--- config.mk ---
export PLATFORM = sky130hd
export DESIGN_NAME = irq_entry_wake_context_save
export DESIGN_NICKNAME = d
export VERILOG_FILES = /design/src/rtl/irq_entry_pkg.sv /design/src/rtl/irq_entry_wake_context_save.sv
export SDC_FILE = /design/constraint.sdc
export NUM_CORES = 1
export LEC_CHECK = 0
export BUFFER_PORTS_ARGS = -buffer_cell sky130_fd_sc_hd__buf_4
export CAP_MARGIN = 20
export CORE_MARGIN = 3
export CORE_UTILIZATION = 40
export CTS_CLUSTER_SIZE = 14
export DETAILED_ROUTE_END_ITERATION = 8
export MAX_ROUTING_LAYER = met4
export PLACE_DENSITY = 0.71
export SLEW_MARGIN = 20
export SYNTH_ARGS = -nofsm -noshare
export SYNTH_HDL_FRONTEND = slang
export SYNTH_SLANG_ARGS = --single-unit
--- constraint.sdc ---
create_clock -name clock -period 3.5 [get_ports clock]
set_clock_uncertainty 0.1 [all_clocks]
set_input_delay 0.35 -clock clock [delete_from_list [all_inputs] [get_ports clock]]
set_output_delay 0.35 -clock clock [all_outputs]
set_load 0.1 [all_outputs]
--- src/rtl/irq_entry_pkg.sv ---
package irq_entry_pkg;

  // ----------------------------------------------------------------
  // Register map (byte addresses, one word each)
  // ----------------------------------------------------------------
  localparam logic [7:0] CTRL_OFS = 8'h00;
  localparam logic [7:0] EVT_STATUS_OFS = 8'h04;
  localparam logic [7:0] EVT_MASK_OFS = 8'h08;
  localparam logic [7:0] SHADOW_W_OFS = 8'h10;
  localparam logic [7:0] SHADOW_STATUS_OFS = 8'h14;
  localparam logic [7:0] SHADOW_BANK_SELECT_OFS = 8'h18;
  localparam logic [7:0] SHADOW_POINTER0_OFS = 8'h1C;
  localparam logic [7:0] SHADOW_POINTER1_OFS = 8'h20;
  localparam logic [7:0] SHADOW_PC_HIGH_LATCH_OFS = 8'h24;

  // ----------------------------------------------------------------
  // Field positions
  // ----------------------------------------------------------------
  localparam int CTRL_GLOBAL_EN_BIT = 0;
  localparam int CTRL_EXT_EN_BIT = 1;
  localparam int CTRL_EDGE_BIT = 2;
  localparam int EVT_EXT_BIT = 0;
  localparam int EVT_WAKE_BIT = 1;
  localparam int EVT_ENTRY_BIT = 2;
  localparam int EVT_RETURN_BIT = 3;
  localparam int EVT_WIDTH = 4;

  // Status bits kept out of the shadow copy (timeout and power-down)
  localparam logic [7:0] STATUS_SAVE_MASK = 8'hE7;

  // ----------------------------------------------------------------
  // Reset values
  // ----------------------------------------------------------------
  localparam logic [2:0] CTRL_RESET = 3'h0;
  localparam logic [3:0] EVT_RESET = 4'h0;

  // ----------------------------------------------------------------
  // Timing
  // ----------------------------------------------------------------
  localparam int CLOCK_MHZ = 100;
  localparam int PHASES_PER_TCY = 4;
  localparam logic [1:0] PHASE_Q1 = 2'h0;
  localparam logic [1:0] PHASE_Q4 = 2'h3;
  localparam logic [1:0] ENTRY_LATENCY_TCY = 2'h3;
  localparam logic [13:0] IRQ_VECTOR = 14'h0004;

  // Entry sequence states
  typedef enum logic [1:0] {ST_IDLE, ST_COUNT, ST_SERVICE} entry_state_t;

endpackage : irq_entry_pkg

--- src/rtl/irq_entry_wake_context_save.sv ---
// Design decisions made here: register access over Avalon-MM and the address map.
`timescale 1ns/1ps
`default_nettype none

module irq_entry_wake_context_save (
  // Clock and reset
  input wire logic clock,
  input wire logic reset_n,
  // Avalon-MM slave
  input wire logic [7:0] address,
  input wire logic read,
  input wire logic write,
  input wire logic [31:0] writedata,
  output logic [31:0] readdata,
  output logic waitrequest,
  // External interrupt pin
  input wire logic ext_int_pin,
  // Core sequencer
  input wire logic core_sleeping,
  input wire logic sync_irq_req,
  input wire logic return_from_irq,
  input wire logic [14:0] return_pc,
  input wire logic [7:0] live_w,
  input wire logic [7:0] live_status,
  input wire logic [4:0] live_bank_select,
  input wire logic [15:0] live_pointer0,
  input wire logic [15:0] live_pointer1,
  input wire logic [6:0] live_pc_high_latch,
  output logic wake,
  output logic vector_fetch,
  output logic [13:0] vector_addr,
  output logic stack_push,
  output logic [14:0] stack_push_data,
  output logic restore_valid,
  output logic [7:0] restore_w,
  output logic [7:0] restore_status,
  output logic [4:0] restore_bank_select,
  output logic [15:0] restore_pointer0,
  output logic [15:0] restore_pointer1,
  output logic [6:0] restore_pc_high_latch,
  output logic [1:0] phase,
  // Interrupt
  output logic irq
);

  // ----------------------------------------------------------------
  // Declarations
  // ----------------------------------------------------------------
  logic [1:0] q_reg;
  logic tcy_tick;
  logic ack_reg;
  logic bus_wr;
  logic [2:0] ctrl_reg;
  logic global_irq_enable;
  logic ext_pin_irq_enable;
  logic ext_edge_select;
  logic [3:0] evt_reg;
  logic [3:0] evt_next;
  logic [3:0] mask_reg;
  logic ext_pin_irq_flag;
  logic pin_prev_reg;
  logic edge_seen;
  logic edge_pend_reg;
  logic flag_window;
  logic flag_set;
  logic entry_req;
  logic entry_start;
  logic [1:0] lat_cnt_reg;
  logic vector_now;
  irq_entry_pkg::entry_state_t state_reg;
  logic [7:0] shadow_w_reg;
  logic [7:0] shadow_status_reg;
  logic [4:0] shadow_bank_select_reg;
  logic [15:0] shadow_pointer0_reg;
  logic [15:0] shadow_pointer1_reg;
  logic [6:0] shadow_pc_high_latch_reg;

  assign global_irq_enable = ctrl_reg[irq_entry_pkg::CTRL_GLOBAL_EN_BIT];
  assign ext_pin_irq_enable = ctrl_reg[irq_entry_pkg::CTRL_EXT_EN_BIT];
  assign ext_edge_select = ctrl_reg[irq_entry_pkg::CTRL_EDGE_BIT];
  assign ext_pin_irq_flag = evt_reg[irq_entry_pkg::EVT_EXT_BIT];

  // ----------------------------------------------------------------
  // Instruction cycle phases
  // ----------------------------------------------------------------

  // Four phases per instruction cycle, tick at end of Q4
  always_ff @(posedge clock) begin
    if (!reset_n) begin
      q_reg <= irq_entry_pkg::PHASE_Q1;
    end else begin
      q_reg <= q_reg + 2'h1;
    end
  end

  assign tcy_tick = (q_reg == irq_entry_pkg::PHASE_Q4);
  assign phase = q_reg;

  // ----------------------------------------------------------------
  // Avalon-MM slave
  // ----------------------------------------------------------------

  // One wait state on every access
  always_ff @(posedge clock) begin
    if (!reset_n) begin
      ack_reg <= 1'b0;
    end else begin
      ack_reg <= (read | write) & ~ack_reg;
    end
  end

  assign waitrequest = (read | write) & ~ack_reg;
  assign bus_wr = write & ack_reg;

  // Read data captured in the wait cycle, unmapped reads zero
  always_ff @(posedge clock) begin
    if (!reset_n) begin
      readdata <= 32'h0000_0000;
    end else if (read && !ack_reg) begin
      case (address)
        irq_entry_pkg::CTRL_OFS: readdata <= {29'h0000_0000, ctrl_reg};
        irq_entry_pkg::EVT_STATUS_OFS: readdata <= {28'h000_0000, evt_reg};
        irq_entry_pkg::EVT_MASK_OFS: readdata <= {28'h000_0000, mask_reg};
        irq_entry_pkg::SHADOW_W_OFS: readdata <= {24'h00_0000, shadow_w_reg};
        irq_entry_pkg::SHADOW_STATUS_OFS: readdata <= {24'h00_0000, shadow_status_reg};
        irq_entry_pkg::SHADOW_BANK_SELECT_OFS: readdata <= {27'h000_0000, shadow_bank_select_reg};
        irq_entry_pkg::SHADOW_POINTER0_OFS: readdata <= {16'h0000, shadow_pointer0_reg};
        irq_entry_pkg::SHADOW_POINTER1_OFS: readdata <= {16'h0000, shadow_pointer1_reg};
        irq_entry_pkg::SHADOW_PC_HIGH_LATCH_OFS: readdata <= {25'h000_0000, shadow_pc_high_latch_reg};
        default: readdata <= 32'h0000_0000;
      endcase
    end
  end

  // ----------------------------------------------------------------
  // Control register
  // ----------------------------------------------------------------

  // Software write, hardware clears on entry and sets on return
  always_ff @(posedge clock) begin
    if (!reset_n) begin
      ctrl_reg <= irq_entry_pkg::CTRL_RESET;
    end else begin
      if (bus_wr && address == irq_entry_pkg::CTRL_OFS) begin
        ctrl_reg <= writedata[2:0];
      end
      if (vector_now) begin
        ctrl_reg[irq_entry_pkg::CTRL_GLOBAL_EN_BIT] <= 1'b0;
      end else if (return_from_irq) begin
        ctrl_reg[irq_entry_pkg::CTRL_GLOBAL_EN_BIT] <= 1'b1;
      end
    end
  end

  // ----------------------------------------------------------------
  // External pin edge detection
  // ----------------------------------------------------------------

  // Previous pin level
  always_ff @(posedge clock) begin
    if (!reset_n) begin
      pin_prev_reg <= 1'b0;
    end else begin
      pin_prev_reg <= ext_int_pin;
    end
  end

  assign edge_seen = ext_edge_select ? (ext_int_pin & ~pin_prev_reg) : (~ext_int_pin & pin_prev_reg);
  // flag may set only in Q4 or Q1
  assign flag_window = (q_reg == irq_entry_pkg::PHASE_Q4) || (q_reg == irq_entry_pkg::PHASE_Q1);
  assign flag_set = (edge_seen | edge_pend_reg) & flag_window;

  // Edge held until the flag window opens
  always_ff @(posedge clock) begin
    if (!reset_n) begin
      edge_pend_reg <= 1'b0;
    end else if (flag_window) begin
      edge_pend_reg <= 1'b0;
    end else if (edge_seen) begin
      edge_pend_reg <= 1'b1;
    end
  end

  // ----------------------------------------------------------------
  // Event status, mask and interrupt output
  // ----------------------------------------------------------------

  // Write one clears, a new event wins over the clear
  always_comb begin
    evt_next = evt_reg;
    if (bus_wr && address == irq_entry_pkg::EVT_STATUS_OFS) begin
      evt_next = evt_reg & ~writedata[3:0];
    end
    if (flag_set) begin
      evt_next[irq_entry_pkg::EVT_EXT_BIT] = 1'b1;
    end
    if (wake) begin
      evt_next[irq_entry_pkg::EVT_WAKE_BIT] = 1'b1;
    end
    if (vector_now) begin
      evt_next[irq_entry_pkg::EVT_ENTRY_BIT] = 1'b1;
    end
    if (return_from_irq) begin
      evt_next[irq_entry_pkg::EVT_RETURN_BIT] = 1'b1;
    end
  end

  // Sticky event bits
  always_ff @(posedge clock) begin
    if (!reset_n) begin
      evt_reg <= irq_entry_pkg::EVT_RESET;
    end else begin
      evt_reg <= evt_next;
    end
  end

  // Mask register
  always_ff @(posedge clock) begin
    if (!reset_n) begin
      mask_reg <= irq_entry_pkg::EVT_RESET;
    end else if (bus_wr && address == irq_entry_pkg::EVT_MASK_OFS) begin
      mask_reg <= writedata[3:0];
    end
  end

  assign irq = |(evt_reg & mask_reg);

  // ----------------------------------------------------------------
  // Wake from sleep
  // ----------------------------------------------------------------

  // only the pin source runs without the clock
  // wake needs the pin enable set beforehand
  assign wake = core_sleeping & ext_pin_irq_flag & ext_pin_irq_enable;

  // ----------------------------------------------------------------
  // Entry sequencer
  // ----------------------------------------------------------------

  // pin source active only while enabled
  // enabled pin flag or synchronous request
  // no entry starts while global enable is clear
  assign entry_req = global_irq_enable & ((ext_pin_irq_flag & ext_pin_irq_enable) | sync_irq_req);
  assign entry_start = (state_reg == irq_entry_pkg::ST_IDLE) && entry_req;
  // fixed count of instruction cycles to the fetch
  // counted on cycle ticks, not instructions
  // at least two ticks follow a wake
  assign vector_now = (state_reg == irq_entry_pkg::ST_COUNT) && tcy_tick && (lat_cnt_reg == 2'h1);

  // State register
  always_ff @(posedge clock) begin
    if (!reset_n) begin
      state_reg <= irq_entry_pkg::ST_IDLE;
    end else begin
      case (state_reg)
        irq_entry_pkg::ST_IDLE: begin
          if (entry_req) begin
            state_reg <= irq_entry_pkg::ST_COUNT;
          end
        end
        irq_entry_pkg::ST_COUNT: begin
          if (vector_now) begin
            state_reg <= irq_entry_pkg::ST_SERVICE;
          end
        end
        irq_entry_pkg::ST_SERVICE: begin
          if (return_from_irq) begin
            state_reg <= irq_entry_pkg::ST_IDLE;
          end
        end
        default: state_reg <= irq_entry_pkg::ST_IDLE;
      endcase
    end
  end

  // Latency counter in instruction cycles
  always_ff @(posedge clock) begin
    if (!reset_n) begin
      lat_cnt_reg <= 2'h0;
    end else if (entry_start) begin
      lat_cnt_reg <= irq_entry_pkg::ENTRY_LATENCY_TCY;
    end else if (state_reg == irq_entry_pkg::ST_COUNT && tcy_tick && lat_cnt_reg != 2'h0) begin
      lat_cnt_reg <= lat_cnt_reg - 2'h1;
    end
  end

  // Vector fetch and stack push strobes
  always_ff @(posedge clock) begin
    if (!reset_n) begin
      vector_fetch <= 1'b0;
      stack_push <= 1'b0;
      stack_push_data <= 15'h0000;
      vector_addr <= 14'h0000;
    end else begin
      vector_fetch <= vector_now;
      stack_push <= vector_now;
      if (vector_now) begin
        stack_push_data <= return_pc;
        vector_addr <= irq_entry_pkg::IRQ_VECTOR;
      end
    end
  end

  // ----------------------------------------------------------------
  // Shadow registers
  // ----------------------------------------------------------------

  // capture on entry, timeout and power-down excluded
  // software writes land in the restored copy
  always_ff @(posedge clock) begin
    if (!reset_n) begin
      shadow_w_reg <= 8'h00;
      shadow_status_reg <= 8'h00;
      shadow_bank_select_reg <= 5'h00;
      shadow_pointer0_reg <= 16'h0000;
      shadow_pointer1_reg <= 16'h0000;
      shadow_pc_high_latch_reg <= 7'h00;
    end else if (vector_now) begin
      shadow_w_reg <= live_w;
      shadow_status_reg <= live_status & irq_entry_pkg::STATUS_SAVE_MASK;
      shadow_bank_select_reg <= live_bank_select;
      shadow_pointer0_reg <= live_pointer0;
      shadow_pointer1_reg <= live_pointer1;
      shadow_pc_high_latch_reg <= live_pc_high_latch;
    end else if (bus_wr) begin
      case (address)
        irq_entry_pkg::SHADOW_W_OFS: shadow_w_reg <= writedata[7:0];
        irq_entry_pkg::SHADOW_STATUS_OFS: shadow_status_reg <= writedata[7:0] & irq_entry_pkg::STATUS_SAVE_MASK;
        irq_entry_pkg::SHADOW_BANK_SELECT_OFS: shadow_bank_select_reg <= writedata[4:0];
        irq_entry_pkg::SHADOW_POINTER0_OFS: shadow_pointer0_reg <= writedata[15:0];
        irq_entry_pkg::SHADOW_POINTER1_OFS: shadow_pointer1_reg <= writedata[15:0];
        irq_entry_pkg::SHADOW_PC_HIGH_LATCH_OFS: shadow_pc_high_latch_reg <= writedata[6:0];
        default: shadow_w_reg <= shadow_w_reg;
      endcase
    end
  end

  always_ff @(posedge clock) begin
    if (!reset_n) begin
      restore_valid <= 1'b0;
      restore_w <= 8'h00;
      restore_status <= 8'h00;
      restore_bank_select <= 5'h00;
      restore_pointer0 <= 16'h0000;
      restore_pointer1 <= 16'h0000;
      restore_pc_high_latch <= 7'h00;
    end else begin
      restore_valid <= return_from_irq;
      if (return_from_irq) begin
        restore_w <= shadow_w_reg;
        restore_status <= shadow_status_reg;
        restore_bank_select <= shadow_bank_select_reg;
        restore_pointer0 <= shadow_pointer0_reg;
        restore_pointer1 <= shadow_pointer1_reg;
        restore_pc_high_latch <= shadow_pc_high_latch_reg;
      end
    end
  end
endmodule : irq_entry_wake_context_save

`default_nettype wire

==> results.toml <==
[run_status]
outcome = "complete, no violations"

[synthesis]
synthArstFlopShare_pct = 0
yosysUniqueCellTypes = 54
ys_seq_area_share_pct = 46.0
yosysTopAreaCell = "dfxtp_1"
synth_top_area_share_pct = 46.0
synthCells = 788
syn_avg_cell_area_sq_um = 9.39
synth-edff-count = 0
netlist_area_sq_um = 7400
synth.most_common_cell = "dfxtp_1"
synth_ff_type = "dfxtp_1"
ys.warnings.count = 0
synth-seq-cells = 170
ys_top_cells_by_area = "dfxtp_1, mux2i_1, a21oi_1"
ys_top_cells_by_count = "dfxtp_1, mux2i_1, nor2_1, a21oi_1, o21ai_0"

[clocking]
cts_root_buffer = "clkbuf_16"
clkLatencyLatePin_ns = 0.43
cts_tree = "built"
cts_setup_buffers = 0
cts_buffer_depth = 2
cts_buffers = 17
clkSinkCount = 170
cts_resized = 0
clk_pin_slew_ns = 0.07
cts_hold_buffers = 0
ctsHtreeMaxLevel = 4

[hold_path]
min-delay-start = "ext_int_pin"
hold_depth = 2
holdPathEnd = "pin_prev_reg"
hold_class = "primary input to register"

[sta]
worst_slack_ns = 1.39
finalMaxSlewViolations = 0
finalSetupViolCount = 0
fin_crit_sh_pct = 60.1
finalHoldViolations = 0
tns_ns = 0
relSlewSlack_pct = 25.5
period_minus_slack_ns = 2.11
fmaxAchievable_mhz = 475
tightest_slew_ns = 1.12
grt_setup_unrepaired = "false"

[drt]
wl_per_cell_um = 18.8
ant_nets = 0
first_iter_violations = 443
routed_wl_um = 22400
route.vias.total = 6344
viasPerCell = 5.30
drc = 0
drtPass1Iterations = 5

[die]
rows = 49
die-area_sq_um = 20200
die_x_um = 142
start_util_pct = 40.9
io_pins = 252
die_h_um = 142
core_sq_um = 18100

[global_route]
grt_overflow_total = 0
grt_max_degree = 135
grt_first_pass_wirelength_um = 34100
grt_pass1_vias = 6082
antenna_found_initial = 0
grtUsageTotal_pct = 22.5

[final_layout]
final_layout_size_suffix_gt1_share_pct = 27.0
utilization_pct = 52.5
area_growth_pct = 28.4
final_nets = 1080
diodes = 0
finalNonFillerCells = 1196
num-fill-cells = 1706

[place]
place_ws_ns = 1.09
io_buffers = 202
dp_cells = 1164
place.gp.congestion = 0.905
dp_hpwl_um = 15400

[setup_path]
path_class = "register to register"
rr_worst_depth = 4
r2r_end = "shadow_pointer1_reg[3]"
cp.required_ns = 3.69
cp-start-kind = "register"
cp-end-kind = "register"
crit_fanout = 16
reg2reg_from = "ack_reg"
r2r_setup_slack_ns = 1.39
cp.arrival_ns = 2.29

[pwr]
p_leak_uw = 0.00428
vdd_drop_max_v = 0.000343
power.density_nw_per_um2 = 464

[job]
drv_cap = 0
cells in the final DEF (no fill, tap or decap), drive strengths merged, types with 2 or more instances in the layout:
cell and n:
clkbuf 19, dfxtp 170, and3 3, nor4b 5, and4 2, o21ai 61, nor4 2, inv 8
nand3 9, mux2 10, o221a 2, a21oi 80, clkinv 7, buf 208, and3b 4, ha 3
o21a 5, nand4 4, a221oi 19, or3 4, a22oi 6, conb 31, and2 9, a21boi 5
nor2 85, a32o 2, o2bb2ai 2, nor2b 6, bufinv 2, nor3 11, clkinvlp 2, nand2 39
a32oi 2, mux2i 126
cell families after synthesis:
group / after synthesis / share of synthesized area [%]
xor+xnor: 1 / 0.118
flops: 170 / 46.0
buf+inv: 97 / 6.83
mux: 136 / 18.6
simple gates: 189 / 12.7
other cells: 1 / 0.0507
fa+ha+maj: 3 / 0.507
compound gates: 191 / 15.2
how the worst max path moves through the flow:
stage / cells after the start / slack, ns / to / startpoint
2_1_floorplan: 6 / 1.19 / stack_push_data[13] / phase[0]
3_3_place_gp: 5 / 1.15 / shadow_pointer1_reg[13] / address[4]
3_5_place_dp: 5 / 1.09 / shadow_pointer1_reg[3] / address[4]
4_1_cts: 4 / 1.41 / shadow_pointer1_reg[3] / ack_reg
5_1_grt: 4 / 1.30 / shadow_pointer1_reg[0] / ack_reg
6_report: 4 / 1.39 / shadow_pointer1_reg[3] / ack_reg
layer usage:
metal	track usage [%]	share of wire (%)
met1	28.5	43
met5	-	0
met3	6.59	8.3
met4	7.47	2.1
met2	34.5	47
metrics by stage:
| stage | total power [uW] | cell area (sq um) | hold slack, ns |
|---|---|---|---|
| after global placement | 2530 | 8900 | 0.334 |
| after global routing | 4550 | 9500 | 0.0471 |
| after CTS | 4440 | 9500 | 0.0208 |
| after detailed placement | 2540 | 8900 | 0.347 |
| final | 4410 | 9500 | 0.0392 |
| after floorplan | 2390 | 7510 | 0.354 |
power breakdown:
part / leakage (uW) / total [uW] / switching [uW] / internal [uW]
registers: 0.00137 / 1960 / 12.9 / 1950
clock network: 0.000290 / 1910 / 820 / 1090
logic: 0.00262 / 527 / 380 / 146
total: 0.00428 / 4410 / 1210 / 3190
worst max-delay path, stage by stage (launching register included):
cell and delay, ns:
dfxtp_1 0.38, and2_1 0.39, nand3_2 0.64, mux2i_1 0.35
a21oi_1 0.10
layout make-up:
cell class | instances | area [sq um] | share of cell area, %
timing repair buffer | 208 | 1590 | 16.7
clock buffer | 19 | 453 | 4.77
multi-input combinational | 551 | 3600 | 37.9
clock inverter | 13 | 143 | 1.50
inverter | 6 | 22.5 | 0.237
tap | 229 | 287 | 3.02
sequential | 170 | 3400 | 35.8
Note: power is estimated with default switching activity, not from simulation.
